## src/pbmc_pkg.sv

```systemverilog
// Package for the basic mode control register block
package pbmc_pkg;
	localparam logic [31:0] BMC_OFFSET    = 32'h0000_0000;
	localparam logic [31:0] CTL_OFFSET    = 32'h0000_0004;
	localparam int          RST_BIT       = 15;
	localparam int          LOOP_BIT      = 14;
	localparam int          SPEED_BIT     = 13;
	localparam int          ANEN_BIT      = 12;
	localparam int          PDOWN_BIT     = 11;
	localparam int          ISO_BIT       = 10;
	localparam int          RESTART_BIT   = 9;
	localparam int          DUPLEX_BIT    = 8;
	localparam int          COLT_BIT      = 7;
	localparam logic [15:0] BMC_RESET     = 16'h3100;
	localparam logic [15:0] BMC_WMASK     = 16'hFF80;
	localparam int          CLK_HZ        = 50_000_000;
	localparam int          DEAD_MS       = 720;
	localparam int          DEAD_CYCLES   = DEAD_MS * (CLK_HZ / 1000);
	localparam int          SRST_CYCLES   = 16;
	localparam logic [1:0]  RESP_OKAY     = 2'b00;
	localparam logic [1:0]  RESP_SLVERR   = 2'b10;

	typedef struct packed {
		logic [3:0] txd;
		logic       tx_en;
		logic       tx_er;
	} pbmc_tx_s;

	typedef struct packed {
		logic       rx_clk;
		logic       tx_clk;
		logic       rx_dv;
		logic       rx_er;
		logic [3:0] rxd;
		logic       col;
		logic       crs;
	} pbmc_rx_s;

	typedef enum logic [1:0] {
		ST_RUN  = 2'b00,
		ST_SRST = 2'b01
	} pbmc_state_e;
endpackage : pbmc_pkg

```

## src/pbmc_top.sv

```systemverilog
// Basic mode control register with MII gating, AXI4-Lite slave
//
// Register access over AXI4-Lite was left to the implementer.
`timescale 1ns/1ps
`default_nettype none
module pbmc_top #(
	parameter int DEAD_CNT = pbmc_pkg::DEAD_CYCLES
) (
	// Clock, reset, enable
	input  wire logic              clk,
	input  wire logic              rst_n,
	input  wire logic              ce,
	// AXI4-Lite write
	input  wire logic [31:0]       s_awaddr,
	input  wire logic              s_awvalid,
	output logic                   s_awready,
	input  wire logic [31:0]       s_wdata,
	input  wire logic [3:0]        s_wstrb,
	input  wire logic              s_wvalid,
	output logic                   s_wready,
	output logic [1:0]             s_bresp,
	output logic                   s_bvalid,
	input  wire logic              s_bready,
	// AXI4-Lite read
	input  wire logic [31:0]       s_araddr,
	input  wire logic              s_arvalid,
	output logic                   s_arready,
	output logic [31:0]            s_rdata,
	output logic [1:0]             s_rresp,
	output logic                   s_rvalid,
	input  wire logic              s_rready,
	// Auto-negotiation engine
	input  wire logic              an_started,
	input  wire logic              an_speed100,
	input  wire logic              an_full_dplx,
	output logic                   an_enable,
	output logic                   an_restart,
	// Datapath control
	output logic                   dp_speed100,
	output logic                   dp_full_dplx,
	output logic                   dp_loopback,
	output logic                   dp_power_down,
	output logic                   dp_soft_reset,
	output logic                   rx_dead_window,
	// MII from MAC (asynchronous pins)
	input  wire pbmc_pkg::pbmc_tx_s mii_tx_pin,
	output pbmc_pkg::pbmc_tx_s     mii_tx_core,
	// MII toward MAC
	input  wire pbmc_pkg::pbmc_rx_s mii_rx_core,
	output pbmc_pkg::pbmc_rx_s     mii_rx_o,
	output logic                   mii_rx_oe
);
	import pbmc_pkg::*;

	// Zero would make the dead window vanish without notice
	if (DEAD_CNT < 1) begin : g_bad_dead
		$error("DEAD_CNT must be at least one");
	end

	logic [15:0]  ctl_reg;
	logic [15:0]  ctl_next;
	pbmc_state_e  st_reg;
	logic [4:0]   srst_cnt_reg;
	logic [31:0]  dead_cnt_reg;
	pbmc_tx_s     tx_s1_reg;
	pbmc_tx_s     tx_s2_reg;
	pbmc_rx_s     rx_out_reg;
	logic         aw_got_reg;
	logic         w_got_reg;
	logic [31:0]  awaddr_reg;
	logic [31:0]  wdata_reg;
	logic [3:0]   wstrb_reg;

	// Write channel capture; address and data accepted in either order
	assign s_awready = !aw_got_reg && !s_bvalid;
	assign s_wready  = !w_got_reg && !s_bvalid;
	wire        aw_now  = s_awvalid && s_awready;
	wire        w_now   = s_wvalid && s_wready;
	wire        aw_have = aw_got_reg || aw_now;
	wire        w_have  = w_got_reg || w_now;
	wire [31:0] waddr   = aw_got_reg ? awaddr_reg : s_awaddr;
	wire [31:0] wdat    = w_got_reg ? wdata_reg : s_wdata;
	wire [3:0]  wstb    = w_got_reg ? wstrb_reg : s_wstrb;
	wire        wr_go   = aw_have && w_have && !s_bvalid;
	wire        wr_bmc  = wr_go && (waddr == BMC_OFFSET);
	wire        wr_ctl  = wr_go && (waddr == CTL_OFFSET);
	wire        wr_hit  = wr_bmc || wr_ctl;

	// Byte lanes of the 16-bit register
	wire [15:0] lane_mask = {{8{wstb[1]}}, {8{wstb[0]}}};
	wire [15:0] wmask     = lane_mask & BMC_WMASK;
	wire [15:0] wval      = wdat[15:0];

	wire an_on     = ctl_reg[ANEN_BIT];
	wire in_srst   = (st_reg == ST_SRST);

	// Visible value: negotiated speed and duplex shown while autoneg on
	wire rd_speed  = an_on ? an_speed100 : ctl_reg[SPEED_BIT];
	wire rd_duplex = an_on ? an_full_dplx : ctl_reg[DUPLEX_BIT];
	wire [15:0] bmc_view = {in_srst, ctl_reg[14:14], rd_speed,
		ctl_reg[12:9], rd_duplex, ctl_reg[7:7], 7'h00};

	// A write setting restart beats the engine's acknowledgement
	wire restart_set = wr_bmc && wmask[RESTART_BIT] && wval[RESTART_BIT];

	// Next control value
	always_comb begin
		ctl_next = ctl_reg;
		if (wr_bmc) begin
			ctl_next = (ctl_reg & ~wmask) | (wval & wmask);
			// Restart only sets; a zero written to it never aborts negotiation, but clearing ANEN does
			ctl_next[RESTART_BIT] = ctl_reg[RESTART_BIT] ||
				(wmask[RESTART_BIT] && wval[RESTART_BIT] &&
				 ctl_next[ANEN_BIT]);
			ctl_next[RST_BIT] = 1'b0;
		end
		if (!ctl_next[ANEN_BIT]) begin
			ctl_next[RESTART_BIT] = 1'b0;
		end
		// Set wins over the engine's acknowledgement only on a new write
		if (an_started && ctl_reg[RESTART_BIT] && !restart_set) begin
			ctl_next[RESTART_BIT] = 1'b0;
		end
	end

	wire srst_req = wr_bmc && wmask[RST_BIT] && wval[RST_BIT];

	// Control register and soft reset sequence
	always_ff @(posedge clk) begin
		if (!rst_n) begin
			ctl_reg      <= BMC_RESET;
			st_reg       <= ST_RUN;
			srst_cnt_reg <= 5'h00;
		end else if (ce) begin
			case (st_reg)
				ST_RUN: begin
					if (srst_req) begin
						ctl_reg      <= BMC_RESET;
						st_reg       <= ST_SRST;
						srst_cnt_reg <= 5'(SRST_CYCLES - 1);
					end else begin
						ctl_reg <= ctl_next;
					end
				end
				ST_SRST: begin
					// Writes during the sequence are dropped
					if (srst_cnt_reg == 5'h00) begin
						st_reg <= ST_RUN;
					end else begin
						srst_cnt_reg <= srst_cnt_reg - 5'h01;
					end
				end
				default: begin
					st_reg <= ST_RUN;
				end
			endcase
		end
	end

	// Write response; unmapped address gives SLVERR
	always_ff @(posedge clk) begin
		if (!rst_n) begin
			aw_got_reg <= 1'b0;
			w_got_reg  <= 1'b0;
			awaddr_reg <= 32'h0000_0000;
			wdata_reg  <= 32'h0000_0000;
			wstrb_reg  <= 4'h0;
			s_bvalid   <= 1'b0;
			s_bresp    <= RESP_OKAY;
		end else if (ce) begin
			if (aw_now) begin
				awaddr_reg <= s_awaddr;
			end
			if (w_now) begin
				wdata_reg <= s_wdata;
				wstrb_reg <= s_wstrb;
			end
			if (wr_go) begin
				aw_got_reg <= 1'b0;
				w_got_reg  <= 1'b0;
				s_bvalid   <= 1'b1;
				s_bresp    <= wr_hit ? RESP_OKAY : RESP_SLVERR;
			end else begin
				aw_got_reg <= aw_have;
				w_got_reg  <= w_have;
				if (s_bvalid && s_bready) begin
					s_bvalid <= 1'b0;
				end
			end
		end
	end

	// Read channel; served in every mode, including power down and isolate
	assign s_arready = !s_rvalid;
	wire        rd_go  = s_arvalid && s_arready;
	wire        rd_bmc = (s_araddr == BMC_OFFSET);
	wire        rd_ctl = (s_araddr == CTL_OFFSET);
	wire [31:0] ctl_view = {30'h0, rx_dead_window, in_srst};
	wire [31:0] rd_val = rd_bmc ? {16'h0000, bmc_view} :
		rd_ctl ? ctl_view : 32'h0000_0000;

	always_ff @(posedge clk) begin
		if (!rst_n) begin
			s_rvalid <= 1'b0;
			s_rdata  <= 32'h0000_0000;
			s_rresp  <= RESP_OKAY;
		end else if (ce) begin
			if (rd_go) begin
				s_rvalid <= 1'b1;
				s_rdata  <= rd_val;
				s_rresp  <= (rd_bmc || rd_ctl) ? RESP_OKAY : RESP_SLVERR;
			end else if (s_rvalid && s_rready) begin
				s_rvalid <= 1'b0;
			end
		end
	end

	// Effective datapath controls follow writes immediately
	assign an_enable     = an_on;
	assign an_restart    = ctl_reg[RESTART_BIT];
	assign dp_speed100   = rd_speed;
	assign dp_full_dplx  = rd_duplex;
	assign dp_loopback   = ctl_reg[LOOP_BIT];
	assign dp_power_down = ctl_reg[PDOWN_BIT];
	assign dp_soft_reset = in_srst;

	// Dead time after entering loopback at 100M; receive may be invalid
	// Limitation: a speed change while already looped does not rearm it
	// Speed after this edge; one write may force 100M and loopback at once
	wire nx_spd    = ctl_next[ANEN_BIT] ? an_speed100 : ctl_next[SPEED_BIT];
	wire loop_rise = srst_req ? 1'b0 : (ctl_next[LOOP_BIT] &&
		!ctl_reg[LOOP_BIT] && nx_spd && !in_srst);
	always_ff @(posedge clk) begin
		if (!rst_n) begin
			dead_cnt_reg <= 32'h0000_0000;
		end else if (ce) begin
			if (loop_rise) begin
				dead_cnt_reg <= 32'(DEAD_CNT);
			end else if (!ctl_reg[LOOP_BIT]) begin
				dead_cnt_reg <= 32'h0000_0000;
			end else if (dead_cnt_reg != 32'h0000_0000) begin
				dead_cnt_reg <= dead_cnt_reg - 32'h0000_0001;
			end
		end
	end
	assign rx_dead_window = (dead_cnt_reg != 32'h0000_0000);

	// Transmit pins cross into the clock domain through two stages
	always_ff @(posedge clk) begin
		if (!rst_n) begin
			tx_s1_reg <= '0;
			tx_s2_reg <= '0;
		end else if (ce) begin
			tx_s1_reg <= mii_tx_pin;
			tx_s2_reg <= tx_s1_reg;
		end
	end
	wire tx_block = ctl_reg[ISO_BIT] || ctl_reg[PDOWN_BIT] || in_srst;
	assign mii_tx_core = tx_block ? '0 : tx_s2_reg;

	// Receive outputs registered; held quiet in power down so no glitches
	wire quiet = ctl_reg[PDOWN_BIT] || ctl_next[PDOWN_BIT];
	pbmc_rx_s rx_next;
	always_comb begin
		rx_next = mii_rx_core;
		if (ctl_reg[COLT_BIT]) begin
			rx_next.col = mii_rx_core.col || tx_s2_reg.tx_en;
		end
		if (quiet) begin
			rx_next = '0;
		end
	end
	always_ff @(posedge clk) begin
		if (!rst_n) begin
			rx_out_reg <= '0;
		end else if (ce) begin
			rx_out_reg <= rx_next;
		end
	end
	assign mii_rx_o  = rx_out_reg;
	// Low oe lets the pads float the MII outputs
	assign mii_rx_oe = !ctl_reg[ISO_BIT];
endmodule : pbmc_top
`default_nettype wire

```

## config.mk

```make
export PLATFORM = sky130hd
export DESIGN_NAME = pbmc_top
export DESIGN_NICKNAME = d
export VERILOG_FILES = /design/src/pbmc_pkg.sv /design/src/pbmc_top.sv
export SDC_FILE = /design/constraint.sdc
export NUM_CORES = 1
export LEC_CHECK = 0
export BUFFER_PORTS_ARGS = -buffer_cell sky130_fd_sc_hd__buf_2
export CAP_MARGIN = 10
export CELL_PAD_IN_SITES_DETAIL_PLACEMENT = 1
export CELL_PAD_IN_SITES_GLOBAL_PLACEMENT = 1
export CORE_MARGIN = 8
export CORE_UTILIZATION = 25
export CTS_CLUSTER_SIZE = 8
export DETAILED_ROUTE_END_ITERATION = 10
export PLACE_DENSITY = 0.59
export SLEW_MARGIN = 25
export SYNTH_ARGS = -nofsm -noshare
export SYNTH_HDL_FRONTEND = slang
export SYNTH_SLANG_ARGS = --single-unit
```

## constraint.sdc

```tcl
create_clock -name clk -period 2.9 [get_ports clk]
set_input_delay 0.145 -clock clk [delete_from_list [all_inputs] [get_ports clk]]
set_output_delay 0.145 -clock clk [all_outputs]
set_load 0.01 [all_outputs]
```

==> metrics.cfg, run 1 <==
[sta]
fin_crit_sh_pct = 89.6
max_freq_ghz = 0.385
slew_viol_final = 0
setup_tns_ns = 0
min_period_ns = 2.60
rsz0062_at_grt = false
setup_viol = 0
finClkSkew_ns = 0.0126
worstMarginPinSlew_ns = 0.791
slew_headroom_pct = 47.1
hold_viol = 0

[power_and_ir_drop]
switching_share_pct = 27.2
power.internal_w = 0.00355
p_leak_nw = 3.38
clkPwrFrac_pct = 46.0
ir_drop_mv = 0.316
p_comb_share_pct = 15.2
power-per-cell-area_mw_per_mm2 = 597
power_frac_seq_pct = 38.8
p_sw_w = 0.00133

[layout]
nFillCells = 2878
fin_area_mm2 = 0.00817
drive_above_1_share_pct = 22.8
mostFrequentLayoutCell = nand2_1
areaGrowthSynthToFinish_pct = 37.7
multi_input_area_mm2 = 0.00309
final_cell_mix = nand2_1 (149), buf_2 (144), dfxtp_1 (128)
fin_nets = 1065
seqCellArea_mm2 = 0.00256

[clocking]
cts_tree = yes
numCtsBuffers = 17
worstSkewPairLatency_ns = 0.42
clock_sinks = 128
htree_levels = 4
cts-root-buf = clkbuf_16
clkTransAtPathRegs_ns = 0.06
clockBufferDepth = 2
postCtsResizedCells = 0

[job]
max-cap-violations = 0

[die]
die_width_um = 170
start_util_pct = 25.4
die_area_mm2 = 0.0289
placement_rows = 56
io_pins = 193
coreArea_mm2 = 0.0234
die_y_um = 170

[global_route]
grt_max_degree = 40
antenna_found_initial = 2
overflow = 0
grt_pass1_vias = 5966
grt_pass1_wl_mm = 31.9
grt_util_all_layers_pct = 13.8

[setup_path]
reg2reg_slack_ns = 0.30
r2r-end = srst_cnt_reg[1]
reg2reg_depth = 7
crit_family = simple AND/OR/NAND/NOR gates
critical_path_class = in2reg
crit_buf_inv = 3
cp-endpoint = srst_cnt_reg[1]
start_kind = input pin
cp.required_ns = 3.22
crit_fanout = 7
crit_cells = 9
critPathMaxStageDelay_ns = 0.57
startpoint = s_awaddr[25]
cpMaxStageDelayCell = or3b_2
path_cells = dlygate4sd3_1 -> buf_2 -> nor4_1 -> nand2_1 -> o41ai_2 -> nand4_1 -> buf_4 -> or3b_2 -> a221oi_1
critPathCaptureType = flip-flop
worstPathArrival_ns = 2.92
timing.rr.start = aw_got_reg

[hold_path]
min_path_type = in2reg

[logic_synthesis]
synthDistinctLibCells = 62
synth_edf_count = 0
ys_async_sr_fraction_pct = 0
synth.cell_area_mm2 = 0.00593
synth_mux_area_share_pct = 4.83
yosysWarningCount = 0
synth_cells = 731
ys_seq_area_share_pct = 43.2
synth_area_leaders = dfxtp_1 (43%), nand2_1 (9.4%), a21oi_1 (5.8%)
synth_top_flop_cell = dfxtp_1
synth.avg_cell_area_um2 = 8.12
synthSimpleGateAreaFrac_pct = 28.0
synthAdderAreaFrac_pct = 0.843
synth_top_family_by_area = simple AND/OR/NAND/NOR gates
synth_top_area_share_pct = 43.2
synth_xor_area_share_pct = 3.39
synth_compound_area_share_pct = 13.5
ys_ff_latch = 128
synth_area_leader_cell = dfxtp_1

[place]
dpl_cell_area_mm2 = 0.00697
dpl.hpwl_mm = 14.5
io_buffers = 144
gp_congestion = 0.728

[route]
wl_mm = 20.0
vias = 5768
drc = 0
ant_nets = 0
post_drt_wl_per_cell_um = 15.7
drt_iter0_drc = 222
first_pass_iters = 4
vias_per_cell = 4.55

[outcome]
status = finished clean

==> power groups by stage <==
stage	Combinational, W	Sequential (W)	Clock, W
final	0.000740	0.00189	0.00225
after global routing	0.000823	0.00190	0.00239
after CTS	0.000749	0.00189	0.00231
after detailed placement	0.000685	0.00193	0
after global placement	0.000677	0.00193	0
after floorplan	0.000465	0.00192	0
==> Yosys cell counts, types with 3 or more instances <==
| cell | count |
|---|---|
| nand4_1 | 8 |
| nand4b_1 | 3 |
| nor4b_1 | 4 |
| dfxtp_1 | 128 |
| nor4_1 | 27 |
| a211oi_1 | 3 |
| nand3_1 | 15 |
| buf_1 | 3 |
| nor3_1 | 22 |
| xor2_1 | 10 |
| or3_1 | 5 |
| and3_1 | 5 |
| mux2i_1 | 23 |
| xnor2_1 | 13 |
| o21ai_0 | 10 |
| a22oi_1 | 12 |
| ha_1 | 4 |
| clkbuf_1 | 31 |
| nor2b_1 | 3 |
| o211ai_1 | 3 |
| a21oi_1 | 69 |
| nand3b_1 | 5 |
| a31oi_1 | 6 |
| nand2_1 | 149 |
| and2_1 | 7 |
| inv_1 | 13 |
| mux2_2 | 5 |
| buf_4 | 23 |
| o21a_1 | 4 |
| nor2_1 | 79 |
==> worst min path at each step <==
stage                         startpoint        endpoint  cells past startpoint
after floorplan             s_awaddr[15]  awaddr_reg[15]                      2
after global placement    mii_rx_core[9]     mii_rx_o[9]                      3
after detailed placement   mii_tx_pin[5]    tx_s1_reg[5]                      3
after CTS                    s_awaddr[2]   awaddr_reg[2]                      3
after global routing         s_awaddr[2]   awaddr_reg[2]                      3
final                        s_awaddr[2]   awaddr_reg[2]                      3
==> worst reg2reg max path, cell delays in order (launching register included) <==
cell and delay [ns]:
dfxtp_1 0.40, nor4_1 0.26, nand2_1 0.10, o41ai_2 0.39
nand4_1 0.28, buf_4 0.22, or3b_2 0.57, a221oi_1 0.28
==> cell type report <==
class	instances	area share (%)
clock inverter	14	2.17
multi-input combinational	552	37.8
antenna	2	0.0613
tap	319	4.89
sequential	128	31.4
inverter	14	0.643
timing repair buffer	221	17.6
clock buffer	18	5.38
==> layer usage <==
metal	share of wire (%)	vias up	wire length [um]	GRT usage, %
met5	0	-	0	0
met4	1.1	0	215	4.39
met3	2.9	17	582	2.99
met2	51	80	10300	24.1
met1	45	2774	8910	16.5
li1	-	2897	-	-
==> stage by stage <==
step | std cells | total power, W | worst slack (ns) | util [%] | hold WS [ns]
5_1_grt | 1268 | 0.00511 | 0.00376 | 34.9 | 0.0229
3_3_place_gp | 1176 | 0.00260 | 0.372 | 29.8 | 0.380
2_1_floorplan | 753 | 0.00238 | 0.609 | - | 0.281
4_1_cts | 1265 | 0.00495 | 0.298 | 34.9 | 0.00508
6_report | 1268 | 0.00488 | 0.302 | 34.9 | 0.0152
3_5_place_dp | 1176 | 0.00261 | 0.322 | 29.8 | 0.389
==> logic make-up after synthesis <==
logic type,after synthesis
other cells,1
mux,28
fa+ha+maj,4
compound gates,127
buf+inv,73
simple gates,347
flops,128
xor+xnor,23
==> timing repair <==
item / in CTS / in global routing
endpoints found under the setup margin: 0 / 1
setup buffers: 0 / 1
hold endpoints to repair: 57 / 0
hold buffers: 57 / 0
(Power assumes the default switching activity.)
==> run 2: changes to the inputs <==
CORE_UTILIZATION = 30   (was 25)
CTS_CLUSTER_SIZE = unset   (was 8)
PLACE_DENSITY = 0.69   (was 0.59)
==> metrics.cfg, run 2 (same netlist as run 1, synthesis figures left out) <==
[die]
placement_rows = 51
start_util_pct = 30.5
io_pins = 193
die_area_mm2 = 0.0245
die_width_um = 157
coreArea_mm2 = 0.0195
die_y_um = 157

[sta]
slew_headroom_pct = 47.4
hold_viol = 0
worstMarginPinSlew_ns = 0.784
max_freq_ghz = 0.367
min_period_ns = 2.73
setup_viol = 0
holdWs_ns = 0.0308
fin_crit_sh_pct = 94.0
slew_viol_final = 0
rsz0062_at_grt = false
timing.final.ws_setup_ns = 0.174
finClkSkew_ns = 0.00809
setup_tns_ns = 0

[clocking]
htree_levels = 4
clkTransAtPathRegs_ns = 0.05
numCtsBuffers = 17
clock_sinks = 128
clockBufferDepth = 2
cts-root-buf = clkbuf_16
worstSkewPairLatency_ns = 0.43
cts_tree = yes

[global_route]
grt_util_all_layers_pct = 16.5
overflow = 0
antenna_found_initial = 2
grt_pass1_vias = 6001
grt_max_degree = 37
grt_pass1_wl_mm = 31.6

[route]
vias_per_cell = 4.82
post_drt_wl_per_cell_um = 16.4
wl_mm = 20.0
vias = 5867
ant_nets = 0
drt_iter0_drc = 237
first_pass_iters = 4
drc = 0

[setup_path]
critical_path_class = in2reg
cp.required_ns = 3.23
crit_fanout = 6
worstPathArrival_ns = 3.06
critPathCaptureType = flip-flop
start_kind = input pin
reg2reg_slack_ns = 0.23

[hold_path]
min_path_type = in2reg

[layout]
fin_area_mm2 = 0.00811
fin_nets = 1068
multi_input_area_mm2 = 0.00309
nFillCells = 2388
final_cell_mix = nand2_1 (149), buf_2 (144), dfxtp_1 (128)
seqCellArea_mm2 = 0.00256
drive_above_1_share_pct = 22.6
mostFrequentLayoutCell = nand2_1
areaGrowthSynthToFinish_pct = 36.6

[power_and_ir_drop]
power.total_w = 0.00483
p_leak_nw = 3.37
ir_drop_mv = 0.411
power-per-cell-area_mw_per_mm2 = 595

[place]
io_buffers = 144
gp_congestion = 0.745
dpl.hpwl_mm = 14.1
dpl_cell_area_mm2 = 0.00691
place_worst_setup_slack_ns = 0.366

[job]
max-cap-violations = 0

[outcome]
status = finished clean

[run 2: critical path, cell delays in order]
cell	delay, ns
dlygate4sd3_1	0.55
buf_2	0.14
nor4_1	0.38
nand2_1	0.13
o41ai_2	0.43
nand4_1	0.17
buf_4	0.19
or4b_1	0.53
a21boi_0	0.15
o31ai_1	0.24
[run 2: cell type report]
cell class,instances,area share (%)
antenna,2,0.0617
clock buffer,21,5.68
clock inverter,10,1.68
inverter,14,0.648
multi-input combinational,552,38.1
sequential,128,31.6
tap,265,4.09
timing repair buffer,224,18.1
[run 2: where the power goes]
part,switching [W],total [W],internal [W]
clock,0.000811,0.00220,0.00139
combinational,0.000409,0.000737,0.000328
sequential,0.0000578,0.00189,0.00183
total,0.00128,0.00483,0.00355
[run 2: final timing paths]
| kind | from | to | depth (start not counted) |
|---|---|---|---|
| max reg2reg | aw_got_reg | ctl_reg[9] | 8 |
| min reg2reg | s_rdata[14] | s_rdata[14] | 2 |
| max | s_awaddr[25] | ctl_reg[9] | 10 |
| min | s_wvalid | w_got_reg | 3 |
[run 2: repair_timing]
action	4_1_cts	5_1_grt
endpoints found under the setup margin	0	1
hold endpoints to repair	59	0
resized for setup	0	0
buffers inserted	0	1
hold buffers	59	0
[run 2: stage by stage]
| stage | cells | util, % |
|---|---|---|
| global placement | 1123 | 35.5 |
| finish | 1216 | 41.7 |
| detailed placement | 1123 | 35.5 |
| CTS | 1213 | 41.6 |
| floorplan | 753 | - |
| global route | 1216 | 41.7 |
[run 2: routing by layer]
layer  up-vias  global-route usage (%)  part of all wire, %
met4         0                    8.38                  3.5
met1      2796                    18.3                   42
met2       121                    27.8                   51
li1       2901                       -                    -
met3        49                    5.30                  4.1
met5         -                       0                    0
==> run 3: changes to the inputs <==
CAP_MARGIN = unset   (was 10)
MAX_ROUTING_LAYER = met4   (was unset)
SLEW_MARGIN = 0   (was 25)
==> metrics.cfg, run 3 (same netlist as run 1, synthesis figures left out) <==
[outcome]
status = finished clean

[die]
placement_rows = 51
die_y_um = 157
start_util_pct = 30.5
die_width_um = 157
coreArea_mm2 = 0.0195
die_area_mm2 = 0.0245
io_pins = 193

[layout]
seqCellArea_mm2 = 0.00256
drive_above_1_share_pct = 22.6
areaGrowthSynthToFinish_pct = 36.6
final_cell_mix = nand2_1 (149), buf_2 (144), dfxtp_1 (128)
mostFrequentLayoutCell = nand2_1
nFillCells = 2388
fin_nets = 1068
multi_input_area_mm2 = 0.00309

[hold_path]
min_path_type = in2reg

[clocking]
clkTransAtPathRegs_ns = 0.05
postCtsResizedCells = 0
clockBufferDepth = 2
numCtsBuffers = 17
worstSkewPairLatency_ns = 0.43
htree_levels = 4
cts_tree = yes
clock_sinks = 128
cts-root-buf = clkbuf_16

[sta]
timing.final.ws_setup_ns = 0.184
fin_crit_sh_pct = 93.7
slew_viol_final = 0
rsz0062_at_grt = false
setup_tns_ns = 0
hold_viol = 0
finClkSkew_ns = 0.00740
max_freq_ghz = 0.368
setup_viol = 0
worstMarginPinSlew_ns = 0.780
min_period_ns = 2.72
slew_headroom_pct = 47.6

[setup_path]
critical_path_class = in2reg
worstPathArrival_ns = 3.05
start_kind = input pin
critPathCaptureType = flip-flop
crit_fanout = 6
cp.required_ns = 3.23

[route]
route.met2.wl_mm = 10.2
vias_per_cell = 4.84
ant_nets = 0
maxUsedRoutingLayer = met4
first_pass_iters = 4
met3_length_um = 643
vias = 5882
drt-met1-wl_mm = 8.50
drc = 0
post_drt_wl_per_cell_um = 16.4
wl_mm = 20.0
drt_iter0_drc = 223

[place]
io_buffers = 144
place_worst_setup_slack_ns = 0.366
gp_congestion = 0.754
dpl.hpwl_mm = 14.1

[global_route]
grt_pass1_wl_mm = 31.6
grt_pass1_vias = 6022
overflow = 0
grt_max_degree = 37
grt_util_all_layers_pct = 16.9
antenna_found_initial = 2

[power_and_ir_drop]
ir_drop_mv = 0.411
power-per-cell-area_mw_per_mm2 = 595
p_leak_nw = 3.37

[job]
max-cap-violations = 0

-- run 3: cell counts in the layout (fill, tap and decap cells not counted) --
Identical to the previous run, type by type.
-- run 3: final cells by class --
class	count	area share, %
clock buffer	21	5.68
inverter	14	0.648
clock inverter	10	1.68
timing repair buffer	224	18.1
sequential	128	31.6
antenna	2	0.0617
multi-input combinational	552	38.1
tap	265	4.09
-- run 3: per-stage QoR --
step                      power (W)  util, %  hold slack [ns]  cells  area (um^2)
after global placement      0.00259     35.5            0.380   1123         6910
after detailed placement    0.00260     35.5            0.387   1123         6910
after global routing        0.00505     41.7           0.0299   1216         8110
after CTS                   0.00488     41.6          0.00738   1213         8100
after floorplan             0.00238        -            0.281    753         6020
final                       0.00483     41.7           0.0318   1216         8110
-- run 3: worst paths after layout --
| check | start | to | slack [ns] | depth (start not counted) |
|---|---|---|---|---|
| setup / recovery | s_awaddr[25] | ctl_reg[9] | 0.18 | 10 |
| hold / removal | s_wvalid | w_got_reg | 0.03 | 3 |
| setup reg to reg | aw_got_reg | ctl_reg[9] | 0.24 | 8 |
| hold reg to reg | s_rdata[14] | s_rdata[14] | 0.45 | 2 |
-- run 3: critical path, stage by stage --
cell and delay, ns:
dlygate4sd3_1 0.55, buf_2 0.14, nor4_1 0.38, nand2_1 0.13
o41ai_2 0.43, nand4_1 0.17, buf_4 0.19, or4b_1 0.53
a21boi_0 0.15, o31ai_1 0.24
-- run 3: routing by layer --
metal,up-vias,global-route usage [%]
met1,2815,18.5
met3,50,4.50
met5,-,-
met2,113,27.9
met4,0,8.47
li1,2904,-
-- run 3: timing repair --
action / CTS / global route
hold buffers: 59 / 0
hold endpoints to repair: 59 / 0
setup endpoints to repair: 0 / 1
buffers inserted: 0 / 1
-- run 3: power by group --
group | internal [W] | total [W] | switching [W]
Clock | 0.00139 | 0.00220 | 0.000809
Sequential | 0.00183 | 0.00189 | 0.0000578
Combinational | 0.000328 | 0.000738 | 0.000410
